--- src/hw/mltba_defs.svh ---
// Constants for the multi-lane transmit byte-clock alignment block
`ifndef MLTBA_DEFS_SVH
`define MLTBA_DEFS_SVH

// Lane counts per SerDes macro
`define MLTBA_LANES         6
`define MLTBA_EIGHT_LANES   4
`define MLTBA_FOUR_LANES    2
`define MLTBA_FOUR_FIRST    3'h4

// Byte-clock divider: one byte strobe every DIV_RATIO clocks
`define MLTBA_DIV_RATIO     4
`define MLTBA_DIV_LAST      2'h3
`define MLTBA_DIV_RESET     2'h0

// Alignment symbol insertion: one comma column every 16 byte slots (MLTBA_ALIGN_LAST plus one)
`define MLTBA_ALIGN_LAST    4'hf
`define MLTBA_ALIGN_RESET   4'h0

// Special 8b10b symbols (K28.5 comma, K28.3 idle filler)
`define MLTBA_COMMA         8'hbc
`define MLTBA_IDLE          8'h7c

// Byte-clock source select encodings
`define MLTBA_SRC_EIGHT     1'h0
`define MLTBA_SRC_FOUR      1'h1

// Sync role encodings
`define MLTBA_ROLE_MASTER   1'h1
`define MLTBA_ROLE_SLAVE    1'h0

`endif

--- src/hw/mltba_pkg.sv ---
// Types shared by the lane alignment block
`include "mltba_defs.svh"

package mltba_pkg;

  // One 8b10b symbol before encoding: control flag plus byte
  typedef struct packed {
    logic       k;
    logic [7:0] data;
  } mltba_sym_t;

  // One column of symbols, one per transmit lane
  typedef mltba_sym_t [`MLTBA_LANES-1:0] mltba_col_t;

  // Per-lane report from the receive decoder
  typedef struct packed {
    logic       k;
    logic [7:0] data;
    logic       code_viol;
    logic       dec_err;
  } mltba_rx_t;

  typedef mltba_rx_t [`MLTBA_LANES-1:0] mltba_rx_col_t;

  // What the transmit stage puts on the lanes in a byte slot
  typedef enum logic [1:0] {
    MLTBA_SEL_ALIGN = 2'h0,
    MLTBA_SEL_DATA  = 2'h1,
    MLTBA_SEL_IDLE  = 2'h2
  } mltba_sel_t;

endpackage

--- src/hw/mltba_top.sv ---
// Six-lane transmit aggregation with byte-clock alignment and receive error reporting
//
// Operation
// Six serial links; lanes 0-3 on eight-lane macro, lanes 4-5 on four-lane macro.
// Lanes are aligned by inserting special 8b10b comma symbols into every lane.
// All transmit lanes act as one logical clock domain, byte strobes phase aligned.
// Each lane has its own divider; sync role 1 is master, 0 is slave.
// Slave aligns divider to lower neighbour; master alignment pulse travels up the chain.
// Config logic holds four-lane macro lanes master until both PLLs lock.
// Byte-clock source select 0 makes eight-lane macro the transmit byte-clock source.
// Receive side reports line code violations, decode errors and lost symbol alignment.
// Lock status of each macro PLL is shown to the configuration logic.
`timescale 1ns/1ps
`include "mltba_defs.svh"

module mltba_top (
  input  wire logic                    clk,
  input  wire logic                    srst,
  input  wire logic [`MLTBA_LANES-1:0] lane_sync_role,
  input  wire logic                    byte_clock_source_select,
  input  wire logic                    eight_lane_macro_pll_lock,
  input  wire logic                    four_lane_macro_pll_lock,
  input  wire logic                    in_valid,
  output logic                         in_ready,
  input  wire mltba_pkg::mltba_col_t   in_col,
  output mltba_pkg::mltba_col_t        tx_col,
  output logic                         tx_strobe,
  output logic [`MLTBA_LANES-1:0]      lane_byte_strobe,
  input  wire logic                    rx_valid,
  input  wire mltba_pkg::mltba_rx_col_t rx_col,
  output logic [`MLTBA_LANES-1:0]      line_code_violation,
  output logic [`MLTBA_LANES-1:0]      rx_decode_error,
  output logic                         rx_align_loss,
  output logic [1:0]                   pll_lock_status,
  output logic                         pll_all_locked
);
  import mltba_pkg::*;

  // Lane dividers
  logic [`MLTBA_LANES-1:0] align_chain;
  logic [`MLTBA_LANES-1:0] align_in_vec;

  // Lane 0 has no lower neighbour, so it never receives a pulse
  assign align_in_vec = {align_chain[`MLTBA_LANES-2:0], 1'b0};

  // One divider per link; lanes 0-3 belong to the eight-lane macro, 4-5 to the four-lane one
  // All leave reset in step, so snapping only matters after a phase slip
  genvar gi;
  generate
    for (gi = 0; gi < `MLTBA_LANES; gi = gi + 1) begin : g_lane
      mltba_lane_div u_div (
        .clk         (clk),
        .srst        (srst),
        .sync_role   (lane_sync_role[gi]),
        .align_in    (align_in_vec[gi]),
        .align_out   (align_chain[gi]),
        .byte_strobe (lane_byte_strobe[gi])
      );
    end
  endgenerate

  // Byte-clock source selection
  logic src_eight;
  logic src_strobe;

  // The four-lane macro's first lane stands in for that macro's byte clock
  assign src_eight  = (byte_clock_source_select == `MLTBA_SRC_EIGHT);
  assign src_strobe = src_eight ? lane_byte_strobe[0] : lane_byte_strobe[`MLTBA_FOUR_FIRST];

  // Every lane is loaded on the same strobe: one logical domain for all lanes
  // Lanes share one phase, so a source change mid-run leaves no runt slot
  assign tx_strobe = src_strobe;

  // Two-entry input buffer
  mltba_col_t buf_mem [0:1];
  logic       wr_ptr;
  logic       rd_ptr;
  logic [1:0] buf_cnt;
  logic [1:0] next_buf_cnt;
  logic       buf_full;
  logic       buf_empty;
  logic       buf_push;
  logic       buf_pop;

  // Full and empty straight from the occupancy count
  assign buf_full     = (buf_cnt == 2'h2);
  assign buf_empty    = (buf_cnt == 2'h0);
  assign in_ready     = !buf_full;
  assign buf_push     = in_valid && !buf_full;
  assign next_buf_cnt = buf_cnt + {1'b0, buf_push} - {1'b0, buf_pop};

  // Buffer pointers and count
  // Push and pop may meet in one edge; the count nets them out
  always_ff @(posedge clk) begin
    if (srst) begin
      wr_ptr  <= 1'b0;
      rd_ptr  <= 1'b0;
      buf_cnt <= 2'h0;
    end else begin
      wr_ptr  <= wr_ptr ^ buf_push;
      rd_ptr  <= rd_ptr ^ buf_pop;
      buf_cnt <= next_buf_cnt;
    end
  end

  // Storage needs no reset; occupancy guards every read
  always_ff @(posedge clk) begin
    if (buf_push) begin
      buf_mem[wr_ptr] <= in_col;
    end
  end

  // Transmit slot selection
  logic [3:0] align_cnt;
  logic [3:0] next_align_cnt;
  logic       slot_comma;
  logic       align_wrap;
  mltba_col_t buf_head;
  mltba_sel_t sel;
  mltba_col_t next_tx_col;

  // Period decode and the oldest buffered column
  assign slot_comma = (align_cnt == `MLTBA_ALIGN_RESET);
  assign align_wrap = (align_cnt == `MLTBA_ALIGN_LAST);
  assign buf_head   = buf_mem[rd_ptr];

  // Comma column first in each period, then data, idle when starved
  assign sel = slot_comma   ? MLTBA_SEL_ALIGN :
               (!buf_empty) ? MLTBA_SEL_DATA  : MLTBA_SEL_IDLE;

  // Only a data slot drains the buffer, so the sender stalls while commas go out
  assign buf_pop = src_strobe && (sel == MLTBA_SEL_DATA);

  // Slot count within the comma period, wraps after the last slot
  assign next_align_cnt = align_wrap ? `MLTBA_ALIGN_RESET : align_cnt + 4'h1;

  // Column builder: same symbol kind in the same slot on every lane
  always_comb begin
    next_tx_col = tx_col;
    unique case (sel)
      MLTBA_SEL_ALIGN: begin
        for (int i = 0; i < `MLTBA_LANES; i++) begin
          next_tx_col[i] = '{k: 1'b1, data: `MLTBA_COMMA};
        end
      end
      MLTBA_SEL_DATA: begin
        next_tx_col = buf_head;
      end
      MLTBA_SEL_IDLE: begin
        for (int i = 0; i < `MLTBA_LANES; i++) begin
          next_tx_col[i] = '{k: 1'b1, data: `MLTBA_IDLE};
        end
      end
      default: begin
        next_tx_col = tx_col;
      end
    endcase
  end

  // Output column and period counter advance only on the source strobe
  always_ff @(posedge clk) begin
    if (srst) begin
      align_cnt <= `MLTBA_ALIGN_RESET;
      tx_col    <= '0;
    end else if (src_strobe) begin
      align_cnt <= next_align_cnt;
      tx_col    <= next_tx_col;
    end
  end

  // Receive error reporting
  logic [`MLTBA_LANES-1:0] rx_comma;
  logic [`MLTBA_LANES-1:0] rx_viol_hit;
  logic [`MLTBA_LANES-1:0] rx_dec_hit;
  logic                    rx_any_comma;
  logic                    rx_all_comma;
  logic                    rx_skew;

  // Per-lane decode of the receive column
  generate
    for (gi = 0; gi < `MLTBA_LANES; gi = gi + 1) begin : g_rx
      assign rx_comma[gi]    = rx_col[gi].k && (rx_col[gi].data == `MLTBA_COMMA);
      assign rx_viol_hit[gi] = rx_valid && rx_col[gi].code_viol;
      assign rx_dec_hit[gi]  = rx_valid && rx_col[gi].dec_err;
    end
  endgenerate

  // Commas on some lanes but not all means the lanes have slipped apart
  assign rx_any_comma = (rx_comma != '0);
  assign rx_all_comma = (rx_comma == '1);
  assign rx_skew      = rx_valid && rx_any_comma && !rx_all_comma;

  // One-cycle report pulses
  always_ff @(posedge clk) begin
    if (srst) begin
      line_code_violation <= '0;
      rx_decode_error     <= '0;
      rx_align_loss       <= 1'b0;
    end else begin
      line_code_violation <= rx_viol_hit;
      rx_decode_error     <= rx_dec_hit;
      rx_align_loss       <= rx_skew;
    end
  end

  // PLL lock status
  logic pll_both;

  // Both macros locked: the point where the four-lane lanes may drop back to slave
  assign pll_both = eight_lane_macro_pll_lock && four_lane_macro_pll_lock;

  // Registered so the role sequencer outside sees a clean level
  always_ff @(posedge clk) begin
    if (srst) begin
      pll_lock_status <= 2'h0;
      pll_all_locked  <= 1'b0;
    end else begin
      pll_lock_status <= {four_lane_macro_pll_lock, eight_lane_macro_pll_lock};
      pll_all_locked  <= pll_both;
    end
  end

endmodule

--- src/hw/mltba_lane_div.sv ---
// Per-lane transmit byte-clock divider with master/slave phase alignment
`timescale 1ns/1ps
`include "mltba_defs.svh"

module mltba_lane_div (
  input  wire logic clk,
  input  wire logic srst,
  input  wire logic sync_role,
  input  wire logic align_in,
  output logic      align_out,
  output logic      byte_strobe
);
  import mltba_pkg::*;

  logic [1:0] cnt;
  logic [1:0] next_cnt;
  logic       wrap;
  logic       is_master;

  // Divider phase decode
  assign is_master   = (sync_role == `MLTBA_ROLE_MASTER);
  assign wrap        = (cnt == `MLTBA_DIV_LAST);
  assign byte_strobe = wrap;

  // Master launches the pulse; a slave passes its neighbour's pulse on
  assign align_out = is_master ? wrap : align_in;

  // Slave snaps to the neighbour's wrap so both restart at zero together
  assign next_cnt = (wrap || (!is_master && align_in)) ? `MLTBA_DIV_RESET : cnt + 2'h1;

  // Divider counter
  always_ff @(posedge clk) begin
    if (srst) begin
      cnt <= `MLTBA_DIV_RESET;
    end else begin
      cnt <= next_cnt;
    end
  end

endmodule

--- config.mk ---
export PLATFORM = sky130hd
export DESIGN_NAME = mltba_top
export DESIGN_NICKNAME = d
export VERILOG_FILES = /design/src/hw/mltba_pkg.sv /design/src/hw/mltba_top.sv /design/src/hw/mltba_lane_div.sv
export VERILOG_INCLUDE_DIRS = /design/src /design/src/hw
export SDC_FILE = /design/constraint.sdc
export NUM_CORES = 1
export LEC_CHECK = 0
export BUFFER_PORTS_ARGS = -buffer_cell sky130_fd_sc_hd__clkbuf_2
export CORE_MARGIN = 8
export CORE_UTILIZATION = 46
export DETAILED_ROUTE_END_ITERATION = 10
export PLACE_DENSITY = 0.75
export SKIP_LAST_GASP = 1
export SLEW_MARGIN = 20
export SYNTH_ARGS = -nofsm -noshare
export SYNTH_HDL_FRONTEND = slang
export SYNTH_SLANG_ARGS = --single-unit
--- constraint.sdc ---
create_clock -name clk -period 2.3 [get_ports clk]
set_clock_uncertainty 0.05 [all_clocks]
set_input_delay 0.115 -clock clk [delete_from_list [all_inputs] [get_ports clk]]
set_output_delay 0.115 -clock clk [all_outputs]
set_load 0.1 [all_outputs]
==> results.md, run 1 <==
- Worst VDD drop: 0.495 mV
- Diodes inserted: 0
- Worst-Margin Slew: between 600 and 700 ps
- Max-cap violation count: 0
- Critical Path Slowest Stage Cell: dfxtp_1
- CP Cell Sequence: ha_1 -> mux2i_4 -> buf_12 -> inv_2 -> clkbuf_8 -> buf_12
- Fill count: 1166
- Post-DP HPWL: roughly 12000 um
- Via count: 5197
- Slew margin rel.: a little over half
- Total power: between 8 and 9 mW
- Placed instance count: 927
- CTS Sinks: just under 200
- CP top delay family: buffers and inverters
- Leak: just under 4 nW
- Synth Cell Area: 7230 um^2
- Commonest cells in the netlist: 108 x edfxtp_1, 90 x dfxtp_1, 59 x nor2_1, 30 x a211oi_1, 30 x mux2i_1
- DR top layer: met4
- P&R area growth vs syn: 36.1%
- # setup viols final: 0
- CP max stage delay: 330 ps
- Period minus WS final: 2200 ps
- TritonCTS clock tree: done
- Most frequent cell after synthesis: edfxtp_1
- Layout cells sized above 1: between 30% and 40%
- Deepest clock path buffer count: 2
- Seq/Total Area, Yosys: 69.8%
- Initial DRC Count: 270
- Port Buffers: 210
- Drt pass-1 iters: 8
- Seq cells post-synth: 198
- WL final: 18300 um
- Fin nets: roughly 950
- Top FF cell, synth: edfxtp_1
- Total GRT Usage: between 10% and 20%
- CP Capture Type: primary output
- Reg area: 5050 um^2
- Met3 routed WL: roughly 820 um
- Period utilization: between 90 and 100%
- Critical path startpoint category: flop
- Die ar.: around 20000 um^2
- Worst-path clk slew: roughly 70 ps
- Crit path kind: flop to primary output
- Peak fanout along the critical path: 38
- Drt drc: 0
- Worst path most repeated cell: buf_12
- Max Clk Rate: between 400 and 500 MHz
- Root Buffer: clkbuf_16
- Congestion Overflow GR: 0
- CP Buf/Inv Count: 4
- Antenna Nets Post-Route: 0
- Drt wl/cell: 17.7 um
- Non-filler cells, final: 1030
- Power Dens Cells: 845 nW/um^2
- Worst Path Arrival: 2030 ps
- Worst Hold Class: input pin to flop
- Starting Density: 46.4%
- Fin. max-slew vios: 0
- Footprint of the multi-input gates: roughly 2000 um^2
- Pin count of the biggest net entering global routing: 62
- Final hold vios: 0
- Synth top area cells: edfxtp_1 45%, dfxtp_1 25%, mux2i_1 4.2%
- Synth cell types: 40
- Post-synth EDFFs: 108
- Async SR Flop Fraction: 0%
- Mean Syn Cell Area: roughly 14 um^2
- Die Width: between 100 and 150 um
- Top Ports: roughly 210
- Area leader, netlist: edfxtp_1
- CTS Buf Count: 17
- Vias in the first global route: about 5600
- Htree depth: 4
- Drt via density: 5.05
- Share of the synthesized area in the top cell type: ~45%
- Critical Path RT: around 2100 ps
- Post-Syn Nets: approximately 670
- Num rows: 46
- Core area: around 16000 um^2
- Synth Instances: between 500 and 600
- Yosys warning count: 0
- RePlAce Congestion: approximately 0.91
- Met2 Routed Length: 9880 um
- Worst-skew pair later-pin latency: roughly 430 ps
- RSZ-0062 raised after global routing: false
- Status: completed
- First-pass GRT wire length: approximately 29000 um
- Antenna violations before repair: 0
- Setup TNS: 0 ps
- Die Ht: approximately 140 um
- Wl on met1: approximately 7200 um
## cell usage in the layout (no fill, tap or decap), types with 6 or more instances in the layout
master,synthesis,routed
buf_4,11,6
and2_1,13,13
edfxtp_1,108,108
clkbuf_2,0,208
o21ai_0,7,7
nand2_1,20,20
nor4_1,9,9
inv_1,7,7
mux2_2,24,24
nand4b_1,6,6
mux2i_1,30,30
ha_1,12,10
dfxtp_1,90,89
a22oi_1,12,12
clkbuf_16,0,17
nor3_1,7,7
nor2_1,59,59
a21oi_1,20,20
dlygate4sd3_1,0,70
a211oi_1,30,30
## metrics by stage
stage / area (um^2) / hold slack (ps) / utilization (%) / setup slack [ps]
5_1_grt: 9840 / 20.6 / 63.1 / 11.4
3_3_place_gp: 8530 / 254 / 54.7 / 402
4_1_cts: 9830 / 9.17 / 63.0 / 31.5
6_report: 9840 / 29.7 / 63.1 / 104
3_5_place_dp: 8530 / 258 / 54.7 / 279
2_1_floorplan: 7240 / 144 / - / 12.7
## power by group
part | switching, mW | internal (mW)
sequential | 0.0885 | 4.01
clock | 1.24 | 1.71
combinational | 0.891 | 0.384
total | 2.22 | 6.10
## kinds of logic after synthesis
group / after synthesis / synth area share (%)
buffers and inverters: 40 / 2.80
adders and majority gates: 12 / 2.08
and+or+nand+nor: 137 / 9.41
DFF: 198 / 69.8
AOI/OAI and AO/OA: 77 / 7.39
xor gates and xnor gates: 4 / 0.485
muxes: 55 / 8.08
## registers in the layout, indices dropped and copies added (netlist names)
register and flops:
rx_align_loss 1, g_lane.u_div.cnt 12, wr_ptr 1, tx_col 54, rd_ptr 1, buf_cnt 2
buf_mem 108, pll_all_locked 1, line_code_violation 6, rx_decode_error 6, pll_lock_status 2, align_cnt 4
## layer usage
metal / track usage, % / up-vias
met1: 20.3 / 2550
met3: 5.11 / 28
li1: - / 2482
met4: 6.95 / 0
met2: 33.3 / 137
met5: 0 / -
## worst min-delay path, stage by stage
cell and delay, ps:
clkbuf_2 110, a21oi_1 60, nor4_1 150
## area by class of cell
cell class              instances  share of cell area (%)
flip-flops and latches        198                    51.3
multi-input cells             285                    20.3
repair buffers                291                    19.4
clock buffers                  19                    4.40
well taps                     216                    2.75
clock inverters                13                    1.59
inverters                       8                   0.305
## path summary, 6_finish.rpt
kind / startpoint / to / slack [ps] / cells past startpoint
max: g_lane[0].u_div.cnt[0] / tx_strobe / 100 / 6
min: lane_sync_role[4] / g_lane[4].u_div.cnt[0] / 30 / 3
max reg2reg: g_lane[0].u_div.cnt[0] / buf_cnt[1] / 160 / 10
min reg2reg: g_lane[1].u_div.cnt[0] / g_lane[1].u_div.cnt[0] / 370 / 1
## repair_timing
item | 4_1_cts | 5_1_grt
buffers inserted | 0 | 1
resized for setup | 2 | 3
hold buffers | 70 | 0
hold endpoints to repair | 125 | 0
setup endpoints to repair | 1 | 1
No activity file was read; power rests on OpenSTA's default activity.
==> inputs of run 2 (changes only) <==
Settings changed: CORE_ASPECT_RATIO set to 1.75.
==> results.md, run 2 (same netlist as run 1, synthesis figures left out) <==
- TritonCTS clock tree: done
- Worst-skew pair later-pin latency: approximately 430 ps
- Drt via density: roughly 5.2
- Initial DRC Count: 239
- Number of flip-flops in the largest register: around 110
- Wl on met1: approximately 6200 um
- WL final: ~18000 um
- Largest registers: buf_mem: 108 flops, tx_col: 54 flops, g_lane.u_div.cnt: 12 flops
- Commonest non-fill, non-tap cell in the layout: clkbuf_2
- Crit path kind: flop to flop
- Hold_ws: between 20 and 25 ps
- Critical Path RT: around 2500 ps
- Fin. max-slew vios: 0
- Peak fanout along the critical path: 5
- Num rows: 60
- CP Capture Type: flop
- Congestion Overflow GR: 0
- Drt drc: 0
- Fill count: 1110
- Max-cap violation count: 0
- Top reg by flops: buf_mem
- CTS Sinks: 198
- Die Ht: approximately 180 um
- Post-DP HPWL: around 13000 um
- Worst VDD drop: between 0.5 and 0.6 mV
- Die ar.: slightly above 20000 um^2
- Critical path startpoint category: flop
- Worst Path Arrival: between 2000 and 2500 ps
- Drt wl/cell: 18.3 um
- R2R Setup Slk: roughly 260 ps
- Total GRT Usage: a little under a fifth
- Period utilization: about nine tenths
- Via count: roughly 5300
- RePlAce Congestion: 0.828
- Met3 routed WL: just under 1000 um
- DR top layer: met4
- Core area: approximately 15000 um^2
- Status: completed
- Non-filler cells, final: 1007
- Antenna Nets Post-Route: 0
- Leak: just under 4 nW
- Htree depth: 4
- Setup WS pre-CTS: about 260 ps
- Pin count of the biggest net entering global routing: 44
- Setup TNS: 0 ps
- Vias in the first global route: between 5000 and 6000
- Drt pass-1 iters: 5
- Reg area: between 5000 and 6000 um^2
- Layout cells sized above 1: a little over a third
- Worst Hold Class: input pin to flop
- Top Ports: 211
- Port Buffers: 210
- RSZ-0062 raised after global routing: false
- CTS Buf Count: 17
- Power Dens Cells: 857 nW/um^2
- Worst-path clk slew: approximately 70 ps
- Die Width: 111 um
- Root Buffer: clkbuf_16
- Fin nets: between 900 and 1000
- Worst setup margin: 263 ps
- Footprint of the multi-input gates: between 2000 and 2500 um^2
- Final hold vios: 0
- Slew margin rel.: 50.2%
- Gates resized, CTS repair: 0
- Most frequent cells in the layout: 208 x clkbuf_2, 108 x edfxtp_1, 89 x dfxtp_1, 71 x dlygate4sd3_1, 59 x nor2_1
- P&R area growth vs syn: 36.4%
- Met2 Routed Length: roughly 10000 um
- First-pass GRT wire length: 29200 um
- Worst-Margin Slew: between 700 and 800 ps
- Deepest clock path buffer count: 2
- Antenna violations before repair: 3
- # setup viols final: 0
- Starting Density: between 40% and 50%
- Period minus WS final: around 2000 ps
- Placed instance count: 900
- Max Clk Rate: ~490 MHz
run 2: layout make-up:
cell class / instances / area share [%]
well taps: 186 / 2.36
multi-input cells: 285 / 20.3
repair buffers: 294 / 19.4
diodes: 4 / 0.101
flip-flops and latches: 198 / 51.2
inverters: 8 / 0.304
clock buffers: 17 / 4.31
clock inverters: 15 / 2.10
run 2: what timing repair did:
action                     4_1_cts  5_1_grt
hold endpoints to repair       126        0
hold buffers                    71        0
setup buffers                    0        0
setup endpoints to repair        0        0
run 2: metrics by stage:
step	power (mW)	util, %	instance area [um^2]
5_1_grt	8.76	64.1	9860
2_1_floorplan	5.00	-	7240
4_1_cts	8.51	64.0	9860
6_report	8.46	64.1	9870
3_3_place_gp	5.30	55.3	8510
3_5_place_dp	5.35	55.3	8510
run 2: layer usage:
layer	track usage, %	up-vias
met5	0	-
met3	5.45	64
met4	12.1	0
met1	16.2	2494
met2	34.4	214
li1	-	2478
run 2: worst paths after layout:
path	start	to	cells past startpoint
setup / recovery	align_cnt[0]	buf_cnt[1]	9
hold reg to reg	g_lane[1].u_div.cnt[0]	g_lane[1].u_div.cnt[0]	1
hold / removal	lane_sync_role[3]	g_lane[3].u_div.cnt[0]	3
setup reg to reg	align_cnt[0]	buf_cnt[1]	9
run 2: worst max-delay path, stage by stage, from the launching register on:
cell	delay, ps
dfxtp_1	390
inv_1	80
ha_1	260
a211oi_4	250
ha_1	270
inv_1	60
ha_1	160
xor2_1	180
xnor2_1	140
nor2_1	50
run 2: report_power, final:
group / internal (mW) / switching [mW] / total, mW
clock network: 1.68 / 1.41 / 3.09
logic: 0.383 / 0.888 / 1.27
registers: 4.01 / 0.0889 / 4.09
total: 6.07 / 2.39 / 8.46
